### src/shared/dma_defines.svh
`ifndef DMA_DEFINES_SVH
`define DMA_DEFINES_SVH
// Descriptor word 0
`define SADDR 31:0
`define SOFF 47:32
`define SSIZE 50:48
`define DSIZE 58:56
// Descriptor word 1
`define NBYTES 31:0
`define SLAST 63:32
// Descriptor word 2
`define DADDR 31:0
`define DOFF 47:32
`define CITER 63:48
// Descriptor word 3
`define DLAST 31:0
`define BITER 47:32
`define INTMAJ 48
`define ESG 49
`define MELINK 50
`define MLINKCH 56:51
`define NELINK 57
`define NLINKCH 63:58
`define SGA_LOW 4:0
// Datapath and size codes
`define BUF_BYTES 32
`define SIZE_MAX 3'h2
`define SIZE_WORD 2'h2
`endif

### src/shared/dma_pkg.sv
package dma_pkg;
  typedef enum logic [2:0] {
    IDLE  = 3'b000,
    ARB   = 3'b001,
    FETCH = 3'b010,
    READ  = 3'b011,
    WRITE = 3'b100,
    WB    = 3'b101,
    SGR   = 3'b110,
    SGW   = 3'b111
  } state_t;
endpackage

### src/core/descriptor_dma_engine.sv
`timescale 1ns/1ns
`include "dma_defines.svh"

// What this block does
// - Two descriptor copies; new one loads spare
// - Preempt only after a read/write sequence
// - Channel runs to minor end unless preempted
// - Minor end writes saddr, daddr, citer back
// - Major end adjusts addresses, reloads citer, gathers
// - Datapath holds 32 bytes with alignment mux
// - Equal sizes alternate one read, one write
// - Unequal sizes: several small per large access
// - Engine wins memory; software access stalls
// - Single-port synchronous descriptor RAM, 64 wide
// - Arbitrate the cycle after a start flag
// - Winner number becomes RAM address, descriptor loaded
// - Read data held until destination write
// - Major end raises interrupt when enabled
// - First bus read starts during descriptor fetch
// - Minor link, then major interrupt, link, gather
// - Config errors record the channel number
// - Error seen again on next activation
// - Highest priority wins, lowest number on ties
// - Priority conflict blamed on selected channel
// - Start flag cleared when channel begins
// - Done set at major end, cleared on activation
// - Major link sets linked channel start flag
// - Misaligned gather pointer is a config error
module descriptor_dma_engine #(
  parameter int NCH = 4,
  parameter int PW = 4,
  localparam int CW = $clog2(NCH),
  localparam int AW = CW + 2
) (
  input wire logic core_clk_i, // 250 MHz clock
  input wire logic rst_n_i, // async reset, active low
  input wire logic [NCH-1:0] start_set_i, // software start pulses
  input wire logic [NCH-1:0] done_clr_i, // software done clears
  input wire logic [NCH-1:0] irq_clr_i, // interrupt clears
  input wire logic error_clr_i, // clears error status
  input wire logic [NCH*PW-1:0] channel_priority_i, // per channel
  input wire logic [NCH-1:0] preempt_enable_i, // may be preempted
  input wire logic [NCH-1:0] error_interrupt_enable_i, // error irq en
  input wire logic round_robin_i, // 1: round robin
  input wire logic sw_req_i, // software RAM request
  input wire logic sw_we_i, // software write
  input wire logic [AW-1:0] sw_addr_i, // channel and word
  input wire logic [63:0] sw_wdata_i, // write word
  output logic sw_ack_o, // request done
  output logic [63:0] sw_rdata_o, // read word
  output logic bus_req_o, // system_bus request
  output logic bus_we_o, // write access
  output logic [31:0] bus_addr_o, // byte address
  output logic [1:0] bus_size_o, // 0 byte, 1 half, 2 word
  output logic [31:0] bus_wdata_o, // right justified
  input wire logic bus_ack_i, // access complete
  input wire logic [31:0] bus_rdata_i, // right justified
  output logic [NCH-1:0] start_o, // start flags
  output logic [NCH-1:0] active_o, // active flags
  output logic [NCH-1:0] done_o, // done flags
  output logic [NCH-1:0] interrupt_request_o, // major end irqs
  output logic [NCH-1:0] error_irq_o, // error irqs
  output logic err_valid_o, // config error seen
  output logic err_prio_o, // priority conflict seen
  output logic [CW-1:0] err_channel_o // failing channel
);
  logic rst_sync_reg, rst_n;
  dma_pkg::state_t state_reg;
  logic [2:0] cnt_reg;
  logic cur_reg, held_reg, maj_reg;
  logic [63:0] mem [NCH*4];
  logic [63:0] desc_reg [2][4];
  logic [31:0] left_reg [2];
  logic [CW-1:0] ch_reg [2];
  logic [`BUF_BYTES*8-1:0] buf_reg;
  logic [5:0] fill_reg;
  logic [NCH-1:0] start_reg, link_set;
  logic rr_reg;
  logic [CW-1:0] last_reg, win, idx, ach;
  logic found, dup, higher;
  logic [63:0] w0, w1, w2, w3, m_d;
  logic [5:0] sb, db, rsb;
  logic [31:0] rd_m;
  logic rd_ack, wr_ack, more_wr, to_wr, cfg_err, minor_end, major_end;
  logic sg_go, sga_err, retire, eng_en, sw_go, m_en, m_we;
  logic [AW-1:0] m_a;

  function automatic logic [5:0] size_bytes(input logic [2:0] s);
    case (s)
      3'h0: size_bytes = 6'h01;
      3'h1: size_bytes = 6'h02;
      default: size_bytes = 6'h04;
    endcase
  endfunction

  function automatic logic [31:0] sext(input logic [15:0] v);
    sext = {{16{v[15]}}, v};
  endfunction

  // Reset released through two flops
  always_ff @(posedge core_clk_i or negedge rst_n_i) begin
    if (!rst_n_i) begin
      rst_sync_reg <= 1'b0;
      rst_n <= 1'b0;
    end else begin
      rst_sync_reg <= 1'b1;
      rst_n <= rst_sync_reg;
    end
  end

  // Active slot view
  assign ach = ch_reg[cur_reg];
  assign w0 = desc_reg[cur_reg][0];
  assign w1 = desc_reg[cur_reg][1];
  assign w2 = desc_reg[cur_reg][2];
  assign w3 = desc_reg[cur_reg][3];
  assign sb = size_bytes(w0[`SSIZE]);
  assign db = size_bytes(w0[`DSIZE]);
  assign rsb = (state_reg == dma_pkg::SGR) ? 6'h04 : sb;
  assign rd_m = bus_rdata_i & ((rsb == 6'h01) ? 32'h0000_00FF :
                (rsb == 6'h02) ? 32'h0000_FFFF : 32'hFFFF_FFFF);
  assign rd_ack = bus_ack_i && bus_req_o && !bus_we_o;
  assign wr_ack = bus_ack_i && bus_req_o && bus_we_o;
  // Another write is due while the buffer holds at least two full units
  assign more_wr = {1'b0, fill_reg} >= {db, 1'b0};
  assign to_wr = {1'b0, fill_reg} + {1'b0, rsb} >= {1'b0, db};
  assign minor_end = wr_ack && !more_wr && left_reg[cur_reg] == 32'h0;
  assign major_end = minor_end && w2[`CITER] == 16'h0001;
  // Size codes and byte count checked once words 0 and 1 are in
  assign cfg_err = w0[`SSIZE] > `SIZE_MAX || w0[`DSIZE] > `SIZE_MAX ||
                   w1[`NBYTES] == 32'h0 ||
                   (w1[5:0] & ((sb > db ? sb : db) - 6'h01)) != 6'h00;
  assign sg_go = maj_reg && w3[`ESG] && w3[`SGA_LOW] == 5'h00;
  assign sga_err = state_reg == dma_pkg::WB && cnt_reg == 3'h1 &&
                   maj_reg && w3[`ESG] && w3[`SGA_LOW] != 5'h00;
  assign retire = (state_reg == dma_pkg::FETCH && cnt_reg == 3'h3 &&
                   cfg_err) || (state_reg == dma_pkg::WB &&
                   cnt_reg == 3'h1 && !sg_go) ||
                  (state_reg == dma_pkg::SGW && cnt_reg == 3'h3);

  // Arbitration; descending scan keeps the lowest number on ties
  always_comb begin
    win = '0;
    idx = '0;
    found = 1'b0;
    dup = 1'b0;
    if (rr_reg) begin
      for (int k = NCH; k >= 1; k--) begin
        idx = CW'((int'(last_reg) + k) % NCH);
        if (start_reg[idx]) begin
          win = idx;
          found = 1'b1;
        end
      end
    end else begin
      for (int i = NCH - 1; i >= 0; i--) begin
        if (start_reg[i] && (!found || channel_priority_i[i*PW +: PW] >=
            channel_priority_i[win*PW +: PW])) begin
          win = CW'(i);
          found = 1'b1;
        end
      end
    end
    for (int i = 0; i < NCH; i++) begin
      for (int j = i + 1; j < NCH; j++) begin
        if (channel_priority_i[i*PW +: PW] == channel_priority_i[j*PW +: PW])
          dup = 1'b1;
      end
    end
    higher = found && channel_priority_i[win*PW +: PW] >
             channel_priority_i[ach*PW +: PW];
  end

  // Link targets, ignored when out of range
  always_comb begin
    link_set = '0;
    for (int i = 0; i < NCH; i++) begin
      if (state_reg == dma_pkg::WB && cnt_reg == 3'h1) begin
        if (!maj_reg && w3[`NELINK] && w3[`NLINKCH] == 6'(i))
          link_set[i] = 1'b1;
        if (maj_reg && w3[`MELINK] && w3[`MLINKCH] == 6'(i))
          link_set[i] = 1'b1;
      end
    end
  end

  // Memory port mux; engine always has the port when it needs it
  always_comb begin
    eng_en = state_reg == dma_pkg::FETCH || state_reg == dma_pkg::WB ||
             state_reg == dma_pkg::SGW;
    m_a = {ach, cnt_reg[1:0]};
    m_d = buf_reg[{cnt_reg[1:0], 6'h00} +: 64];
    if (state_reg == dma_pkg::WB) begin
      m_a = {ach, cnt_reg[0], 1'b0};
      m_d = cnt_reg[0] ? w2 : w0;
    end
    sw_go = sw_req_i && !sw_ack_o && !eng_en;
    m_en = eng_en || sw_go;
    m_we = eng_en ? state_reg != dma_pkg::FETCH : sw_we_i;
    if (!eng_en) begin
      m_a = sw_addr_i;
      m_d = sw_wdata_i;
    end
  end

  // Single-port RAM array, no reset on contents
  always_ff @(posedge core_clk_i) begin
    if (m_en && m_we)
      mem[m_a] <= m_d;
  end

  // Registered RAM read port, also the software read data
  always_ff @(posedge core_clk_i or negedge rst_n) begin
    if (!rst_n) begin
      sw_rdata_o <= '0;
      sw_ack_o <= 1'b0;
    end else begin
      if (m_en && !m_we)
        sw_rdata_o <= mem[m_a];
      sw_ack_o <= sw_go;
    end
  end

  // Sequencer
  always_ff @(posedge core_clk_i or negedge rst_n) begin
    if (!rst_n) begin
      state_reg <= dma_pkg::IDLE;
      cnt_reg <= 3'h0;
      cur_reg <= 1'b0;
      held_reg <= 1'b0;
      maj_reg <= 1'b0;
    end else begin
      unique case (state_reg)
        dma_pkg::IDLE: if (|start_reg) state_reg <= dma_pkg::ARB;
        dma_pkg::ARB: begin
          state_reg <= dma_pkg::FETCH;
          cnt_reg <= 3'h0;
          cur_reg <= ~cur_reg;
        end
        dma_pkg::FETCH: begin
          cnt_reg <= cnt_reg + 3'h1;
          if (cnt_reg == 3'h3)
            state_reg <= cfg_err ? dma_pkg::IDLE : dma_pkg::READ;
        end
        dma_pkg::READ: begin
          if (cnt_reg == 3'h4)
            cnt_reg <= 3'h5;
          if (rd_ack && to_wr)
            state_reg <= dma_pkg::WRITE;
        end
        dma_pkg::WRITE: begin
          if (wr_ack) begin
            if (more_wr)
              state_reg <= dma_pkg::WRITE;
            else if (minor_end) begin
              state_reg <= dma_pkg::WB;
              cnt_reg <= 3'h0;
              maj_reg <= major_end;
            end else if (preempt_enable_i[ach] && !held_reg && higher) begin
              state_reg <= dma_pkg::ARB;
              held_reg <= 1'b1;
            end else
              state_reg <= dma_pkg::READ;
          end
        end
        dma_pkg::WB: begin
          cnt_reg <= cnt_reg + 3'h1;
          if (cnt_reg == 3'h1 && sg_go) begin
            state_reg <= dma_pkg::SGR;
            cnt_reg <= 3'h0;
          end
        end
        dma_pkg::SGR: begin
          if (rd_ack) begin
            cnt_reg <= cnt_reg + 3'h1;
            if (cnt_reg == 3'h7)
              state_reg <= dma_pkg::SGW;
          end
        end
        dma_pkg::SGW: cnt_reg <= cnt_reg + 3'h1;
      endcase
      // A preempted channel resumes from its own slot
      if (retire) begin
        state_reg <= held_reg ? dma_pkg::READ : dma_pkg::IDLE;
        cur_reg <= held_reg ? ~cur_reg : cur_reg;
        cnt_reg <= 3'h5;
        held_reg <= 1'b0;
      end
    end
  end

  // Descriptor copies and working addresses
  always_ff @(posedge core_clk_i or negedge rst_n) begin
    if (!rst_n) begin
      for (int s = 0; s < 2; s++) begin
        for (int w = 0; w < 4; w++)
          desc_reg[s][w] <= '0;
        left_reg[s] <= '0;
        ch_reg[s] <= '0;
      end
    end else begin
      if (state_reg == dma_pkg::ARB)
        ch_reg[~cur_reg] <= win;
      if (state_reg == dma_pkg::FETCH && cnt_reg != 3'h0)
        desc_reg[cur_reg][2'(cnt_reg - 3'h1)] <= sw_rdata_o;
      if (state_reg == dma_pkg::FETCH && cnt_reg == 3'h2)
        left_reg[cur_reg] <= sw_rdata_o[`NBYTES];
      // Last word lands while the first read is under way
      if (state_reg == dma_pkg::READ && cnt_reg == 3'h4)
        desc_reg[cur_reg][3] <= sw_rdata_o;
      if (rd_ack && state_reg == dma_pkg::READ) begin
        desc_reg[cur_reg][0][`SADDR] <= w0[`SADDR] + sext(w0[`SOFF]);
        left_reg[cur_reg] <= left_reg[cur_reg] - 32'(sb);
      end
      if (wr_ack) begin
        desc_reg[cur_reg][2][`DADDR] <= w2[`DADDR] + sext(w2[`DOFF]) +
          ((major_end && !w3[`ESG]) ? w3[`DLAST] : 32'h0);
        if (minor_end)
          desc_reg[cur_reg][2][`CITER] <= major_end ? w3[`BITER] :
                                          w2[`CITER] - 16'h0001;
        // Last read already stepped saddr; only the final adjustment
        if (major_end)
          desc_reg[cur_reg][0][`SADDR] <= w0[`SADDR] + w1[`SLAST];
      end
    end
  end

  // Byte buffer: reads append at the fill point, writes drain the bottom
  always_ff @(posedge core_clk_i or negedge rst_n) begin
    if (!rst_n) begin
      buf_reg <= '0;
      fill_reg <= 6'h00;
    end else if (state_reg == dma_pkg::SGW && cnt_reg == 3'h3) begin
      buf_reg <= '0;
      fill_reg <= 6'h00;
    end else if (rd_ack) begin
      buf_reg <= buf_reg | ({224'h0, rd_m} << {fill_reg, 3'b000});
      fill_reg <= fill_reg + rsb;
    end else if (wr_ack) begin
      buf_reg <= buf_reg >> {db, 3'b000};
      fill_reg <= fill_reg - db;
    end
  end

  // Bus master; one idle cycle between accesses
  always_ff @(posedge core_clk_i or negedge rst_n) begin
    if (!rst_n) begin
      bus_req_o <= 1'b0;
      bus_we_o <= 1'b0;
      bus_addr_o <= '0;
      bus_size_o <= 2'h0;
      bus_wdata_o <= '0;
    end else if (bus_ack_i && bus_req_o)
      bus_req_o <= 1'b0;
    else if (!bus_req_o) begin
      if ((state_reg == dma_pkg::FETCH && cnt_reg == 3'h3 && !cfg_err) ||
          state_reg == dma_pkg::READ) begin
        bus_req_o <= 1'b1;
        bus_we_o <= 1'b0;
        bus_addr_o <= w0[`SADDR];
        bus_size_o <= w0[49:48];
      end else if (state_reg == dma_pkg::WRITE) begin
        bus_req_o <= 1'b1;
        bus_we_o <= 1'b1;
        bus_addr_o <= w2[`DADDR];
        bus_size_o <= w0[57:56];
        bus_wdata_o <= buf_reg[31:0];
      end else if (state_reg == dma_pkg::SGR) begin
        bus_req_o <= 1'b1;
        bus_we_o <= 1'b0;
        bus_addr_o <= w3[`DLAST] + {27'h0, cnt_reg, 2'b00};
        bus_size_o <= `SIZE_WORD;
      end
    end
  end

  // Channel flags; a hardware set beats a same-cycle clear
  always_ff @(posedge core_clk_i or negedge rst_n) begin
    if (!rst_n) begin
      start_reg <= '0;
      active_o <= '0;
      done_o <= '0;
      interrupt_request_o <= '0;
    end else begin
      start_reg <= (start_reg & ~((state_reg == dma_pkg::ARB) ?
                   NCH'(1) << win : '0)) | start_set_i | link_set;
      // Software clears are honoured in the arbitration cycle as well
      done_o <= done_o & ~done_clr_i;
      if (state_reg == dma_pkg::ARB) begin
        active_o[win] <= 1'b1;
        done_o[win] <= 1'b0;
      end
      if (state_reg == dma_pkg::WB && cnt_reg == 3'h1 && maj_reg)
        done_o[ach] <= 1'b1;
      if (retire || sga_err)
        active_o[ach] <= 1'b0;
      interrupt_request_o <= interrupt_request_o & ~irq_clr_i;
      if (state_reg == dma_pkg::WB && cnt_reg == 3'h1 && maj_reg &&
          w3[`INTMAJ])
        interrupt_request_o[ach] <= 1'b1;
    end
  end

  // Error status and arbitration mode
  always_ff @(posedge core_clk_i or negedge rst_n) begin
    if (!rst_n) begin
      err_valid_o <= 1'b0;
      err_prio_o <= 1'b0;
      err_channel_o <= '0;
      error_irq_o <= '0;
      rr_reg <= 1'b0;
      last_reg <= '0;
    end else begin
      rr_reg <= round_robin_i;
      if (error_clr_i) begin
        err_valid_o <= 1'b0;
        err_prio_o <= 1'b0;
        error_irq_o <= '0;
      end
      if (state_reg == dma_pkg::ARB) begin
        last_reg <= win;
        if (dup) begin
          err_prio_o <= 1'b1;
          error_irq_o[win] <= error_interrupt_enable_i[win];
        end
      end
      if ((state_reg == dma_pkg::FETCH && cnt_reg == 3'h3 && cfg_err) ||
          sga_err) begin
        err_valid_o <= 1'b1;
        err_channel_o <= ach;
        error_irq_o[ach] <= error_interrupt_enable_i[ach];
      end
    end
  end

  assign start_o = start_reg;
endmodule

### config.mk
export PLATFORM = sky130hd
export DESIGN_NAME = descriptor_dma_engine
export DESIGN_NICKNAME = d
export VERILOG_FILES = /design/src/shared/dma_pkg.sv /design/src/core/descriptor_dma_engine.sv
export VERILOG_INCLUDE_DIRS = /design/src /design/src/shared
export SDC_FILE = /design/constraint.sdc
export NUM_CORES = 2
export LEC_CHECK = 0
export ABC_CLOCK_PERIOD_IN_PS = 40000
export BUFFER_PORTS_ARGS = -buffer_cell sky130_fd_sc_hd__buf_4
export CORE_UTILIZATION = 45
export CTS_CLUSTER_SIZE = 12
export DETAILED_ROUTE_END_ITERATION = 10
export HOLD_SLACK_MARGIN = 0.15
export PLACE_DENSITY_LB_ADDON = 0.1
export SYNTH_ARGS = -nofsm -noshare
export SYNTH_HDL_FRONTEND = slang
export SYNTH_SLANG_ARGS = --single-unit
### constraint.sdc
create_clock -name core_clk_i -period 40 [get_ports core_clk_i]
set_input_delay 4 -clock core_clk_i [delete_from_list [all_inputs] [get_ports core_clk_i]]
set_output_delay 4 -clock core_clk_i [all_outputs]
set_load 0.02 [all_outputs]
==> impl_metrics.py <==
metrics = {
    "setup_path": {
        "cp.arrival_ns": 11.78,
        "path_max_fanout": 14,
        "startpoint_type": "input port",
        "crit_start": "channel_priority_i[0]",
        "critical_path_required_ns": 40.78,
        "r2r-start": "cur_reg",
        "critical_path_class": "in2reg",
        "end_kind": "register",
        "cp_slowest_cell": "o21ai_1",
        "max_stage_delay_ns": 0.65,
    },
    "pwr": {
        "power_frac_comb": 0.537,
        "switching_share": 0.4913,
        "max-vdd-ir-drop_mv": 0.1195,
        "p_leak_nw": 49.92,
        "p_per_area_mw_per_mm2": 97.70,
        "p_seq_frac": 0.288,
        "pwr-share-clk": 0.175,
        "power.switching_w": 0.005860,
        "cell_internal_pwr_w": 0.006066,
    },
    "cts": {
        "post_cts_resize_count": 0,
        "ctsLongestPathBuffers": 3,
        "clkTransAtPathRegs_ns": 0.06,
        "cts_made_buffers": 222,
        "holdBufCountCts": 0,
        "cts_root_buf": "clkbuf_16",
        "cts_sinks": 2037,
        "htreeDepth": 4,
        "cts_tree": "built",
        "insertion_delay_ns": 0.95,
        "cts_setup_buffers": 0,
    },
    "route": {
        "firstDrtPassIters": 7,
        "top_layer_used": "met5",
        "wl_met3_um": 43230,
        "wl_per_cell_um": 31.78,
        "drc": 0,
        "drt_iter0_markers": 10850,
        "ant_nets": 0,
        "wirelength_um": 449900,
        "via_per_inst": 6.453,
        "route.met2.wl_um": 196900,
        "wl_met1_um": 178100,
        "num_vias": 91350,
    },
    "global_routing": {
        "grt_pass1_vias": 86970,
        "track_usage": 0.3615,
        "grt_max_degree": 183,
        "overflow": 0,
        "grt_pass1_wl_um": 640300,
        "antenna_found_initial": 37,
    },
    "run_status": {
        "violations": "capacitance limit, slew limit",
        "outcome": "complete, but fails checks",
    },
    "placement": {
        "port_buffers": 299,
        "gp_congestion": 0.9969,
        "place_area_mm2": 0.1146,
        "hpwlAfterDp_um": 288000,
        "dpl.cell_count": 13730,
    },
    "floorplanning": {
        "die_h_um": 494.3,
        "die-area_mm2": 0.2443,
        "num_rows": 180,
        "io_pins": 300,
        "die_w_um": 494.3,
        "start_util": 0.4530,
        "core_mm2": 0.2408,
    },
    "worst_hold_path": {
        "hp-start": "rst_sync_reg",
        "hold_class": "reg2reg",
    },
    "synth": {
        "ys_warn_count": 0,
        "ys_types": 107,
        "synth-seq-cells": 2037,
        "syn-instance-count": 10810,
        "synth_flop_cell": "edfxtp_1",
        "syn_nets": 11130,
        "synth_edf_count": 1024,
        "syn_avg_cell_area_um2": 10.09,
        "synthArstFlopShare": 0.4973,
        "syn-cell-area_mm2": 0.1091,
        "yosysSeqAreaShare": 0.5143,
    },
    "finish": {
        "drive_above_1_share": 0.1604,
        "fin_nets": 11090,
        "multiInputGateArea_mm2": 0.04939,
        "post-route-util": 0.5070,
        "fillers": 21690,
        "area_delta_synth_final_pct": 11.91,
        "final_area_mm2": 0.1221,
        "regArea_mm2": 0.05612,
        "largest_register_ffs": 1024,
        "fin_cells": 14160,
    },
    "sta": {
        "period_share": 0.2751,
        "relSlewSlack": -0.02128,
        "finalCriticalPeriod_ns": 11.01,
        "tns_ns": 0,
        "hold_viol_final": 0,
        "fmax_ghz": 0.09086,
        "tightest_slew_ns": 1.526,
        "final.setup_skew_ns": 0.1095,
        "final_max_slew_viol_count": 9,
        "fin_hold_ws_ns": 0.3567,
        "setup_viol": 0,
        "grt_setup_unrepaired": "false",
    },
    "run": {
        "drv_cap": 1,
    },
}
-- critical path: cells and delay by family --
kind	cells	cell delay, ns
compound gates	23	4.58
simple gates	8	1.03
mux	1	0.28
buf+inv	4	0.72
fa+ha+maj	4	1.16
-- area by class of cell --
class                           count  share of cell area
Sequential cell                  2037              0.4597
Multi-Input combinational cell   7765              0.4046
Clock buffer                      304             0.05025
Timing Repair Buffer              573             0.03668
Tap cell                         3185             0.03265
Clock inverter                    104             0.01035
Inverter                          169            0.005289
Antenna cell                       20           0.0004100
-- Yosys cell counts (all sizes together), types with 25 or more instances --
cell	n	share of area
buf	244	0.011
xnor2	103	0.0083
a31oi	158	0.0091
nor3	94	0.0046
and3	161	0.0092
nor4	34	0.0021
nor2	576	0.020
a221oi	37	0.0030
mux4	81	0.017
a221o	25	0.0023
a21oi	815	0.038
nand2b	44	0.0025
nor2b	44	0.0025
o21a	28	0.0019
o211ai	55	0.0038
clkbuf	590	0.020
nand2	2205	0.076
mux2i	380	0.035
mux2	622	0.064
o22ai	90	0.0052
xor2	70	0.0056
o32ai	25	0.0021
a211oi	176	0.012
o221ai	26	0.0021
o31ai	31	0.0023
a22oi	41	0.0028
fa	38	0.0070
nand3	314	0.015
inv	166	0.0057
o21ai	780	0.036
a21o	112	0.0077
and2	26	0.0015
edfxtp	1024	0.28
dfrtp	1013	0.23
ha	145	0.017
a311oi	223	0.018
-- worst paths after layout --
kind                       depth (start not counted)  slack, ns             to
max                                               40      28.99   state_reg[1]
min                                                0       0.36          rst_n
max reg2reg                                       32      29.69  desc_reg[351]
min reg2reg                                        0       0.36          rst_n
max in group asynchronous                          4      35.65  desc_reg[439]
min in group asynchronous                          0       0.39   buf_reg[178]
-- placed cells by master, fill, tap and decap left out, types with 30 or more instances in the layout --
cell / synthesis / routed
clkbuf_1: 589 / 55
a22oi_1: 41 / 41
o22ai_1: 90 / 90
o21ai_0: 747 / 736
inv_1: 163 / 160
clkinv_2: 0 / 40
a211oi_1: 174 / 163
o211ai_1: 55 / 55
a21o_1: 112 / 111
mux2_2: 621 / 620
a221oi_1: 36 / 36
and3_1: 161 / 158
edfxtp_1: 1024 / 1024
nand3_1: 312 / 307
ha_1: 145 / 144
o31ai_1: 30 / 30
nand2b_1: 44 / 44
mux2i_1: 378 / 378
nor4_1: 33 / 33
xnor2_1: 103 / 103
fa_1: 38 / 38
dfrtp_1: 1013 / 1007
mux4_2: 81 / 81
a21oi_1: 811 / 809
nor3_1: 90 / 81
nand2_1: 2203 / 2188
clkbuf_16: 0 / 222
o21ai_1: 31 / 39
nor2b_1: 44 / 43
xor2_1: 70 / 70
buf_4: 17 / 559
a311oi_1: 222 / 222
nor2_1: 572 / 546
a31oi_1: 158 / 158
clkinv_1: 3 / 33
-- metrics by stage --
stage | setup slack (ns) | power, W
floorplan | 9.672 | 0.007170
global placement | 27.94 | 0.009562
detailed placement | 28.24 | 0.009641
CTS | 29.11 | 0.01174
global route | 28.22 | 0.01241
finish | 28.99 | 0.01193
-- power groups by stage --
stage	combinational (W)	sequential (W)	clock (W)
floorplan	0.00391	0.00326	0
global placement	0.00614	0.00342	0
detailed placement	0.00620	0.00344	0
CTS	0.00622	0.00340	0.00211
global route	0.00675	0.00347	0.00220
finish	0.00640	0.00343	0.00209
-- per-layer routing --
metal | global-route usage | vias up
li1 | - | 39200
met1 | 0.4750 | 45740
met2 | 0.5401 | 5144
met3 | 0.08550 | 1248
met4 | 0.2221 | 20
met5 | 0 | -
-- kinds of logic (layout without fill, tap and decap cells) --
family	count (synthesis)	count (layout)	synth area share
fa+ha+maj	183	183	0.02361
flops	2037	2037	0.5143
mux	1083	1083	0.1159
buf+inv	1003	1150	0.03733
compound gates	2755	2755	0.1574
other cells	1	21	0.00003438
simple gates	3570	3570	0.1374
xor+xnor	173	173	0.01389
Power figures use the tool's default switching activity.
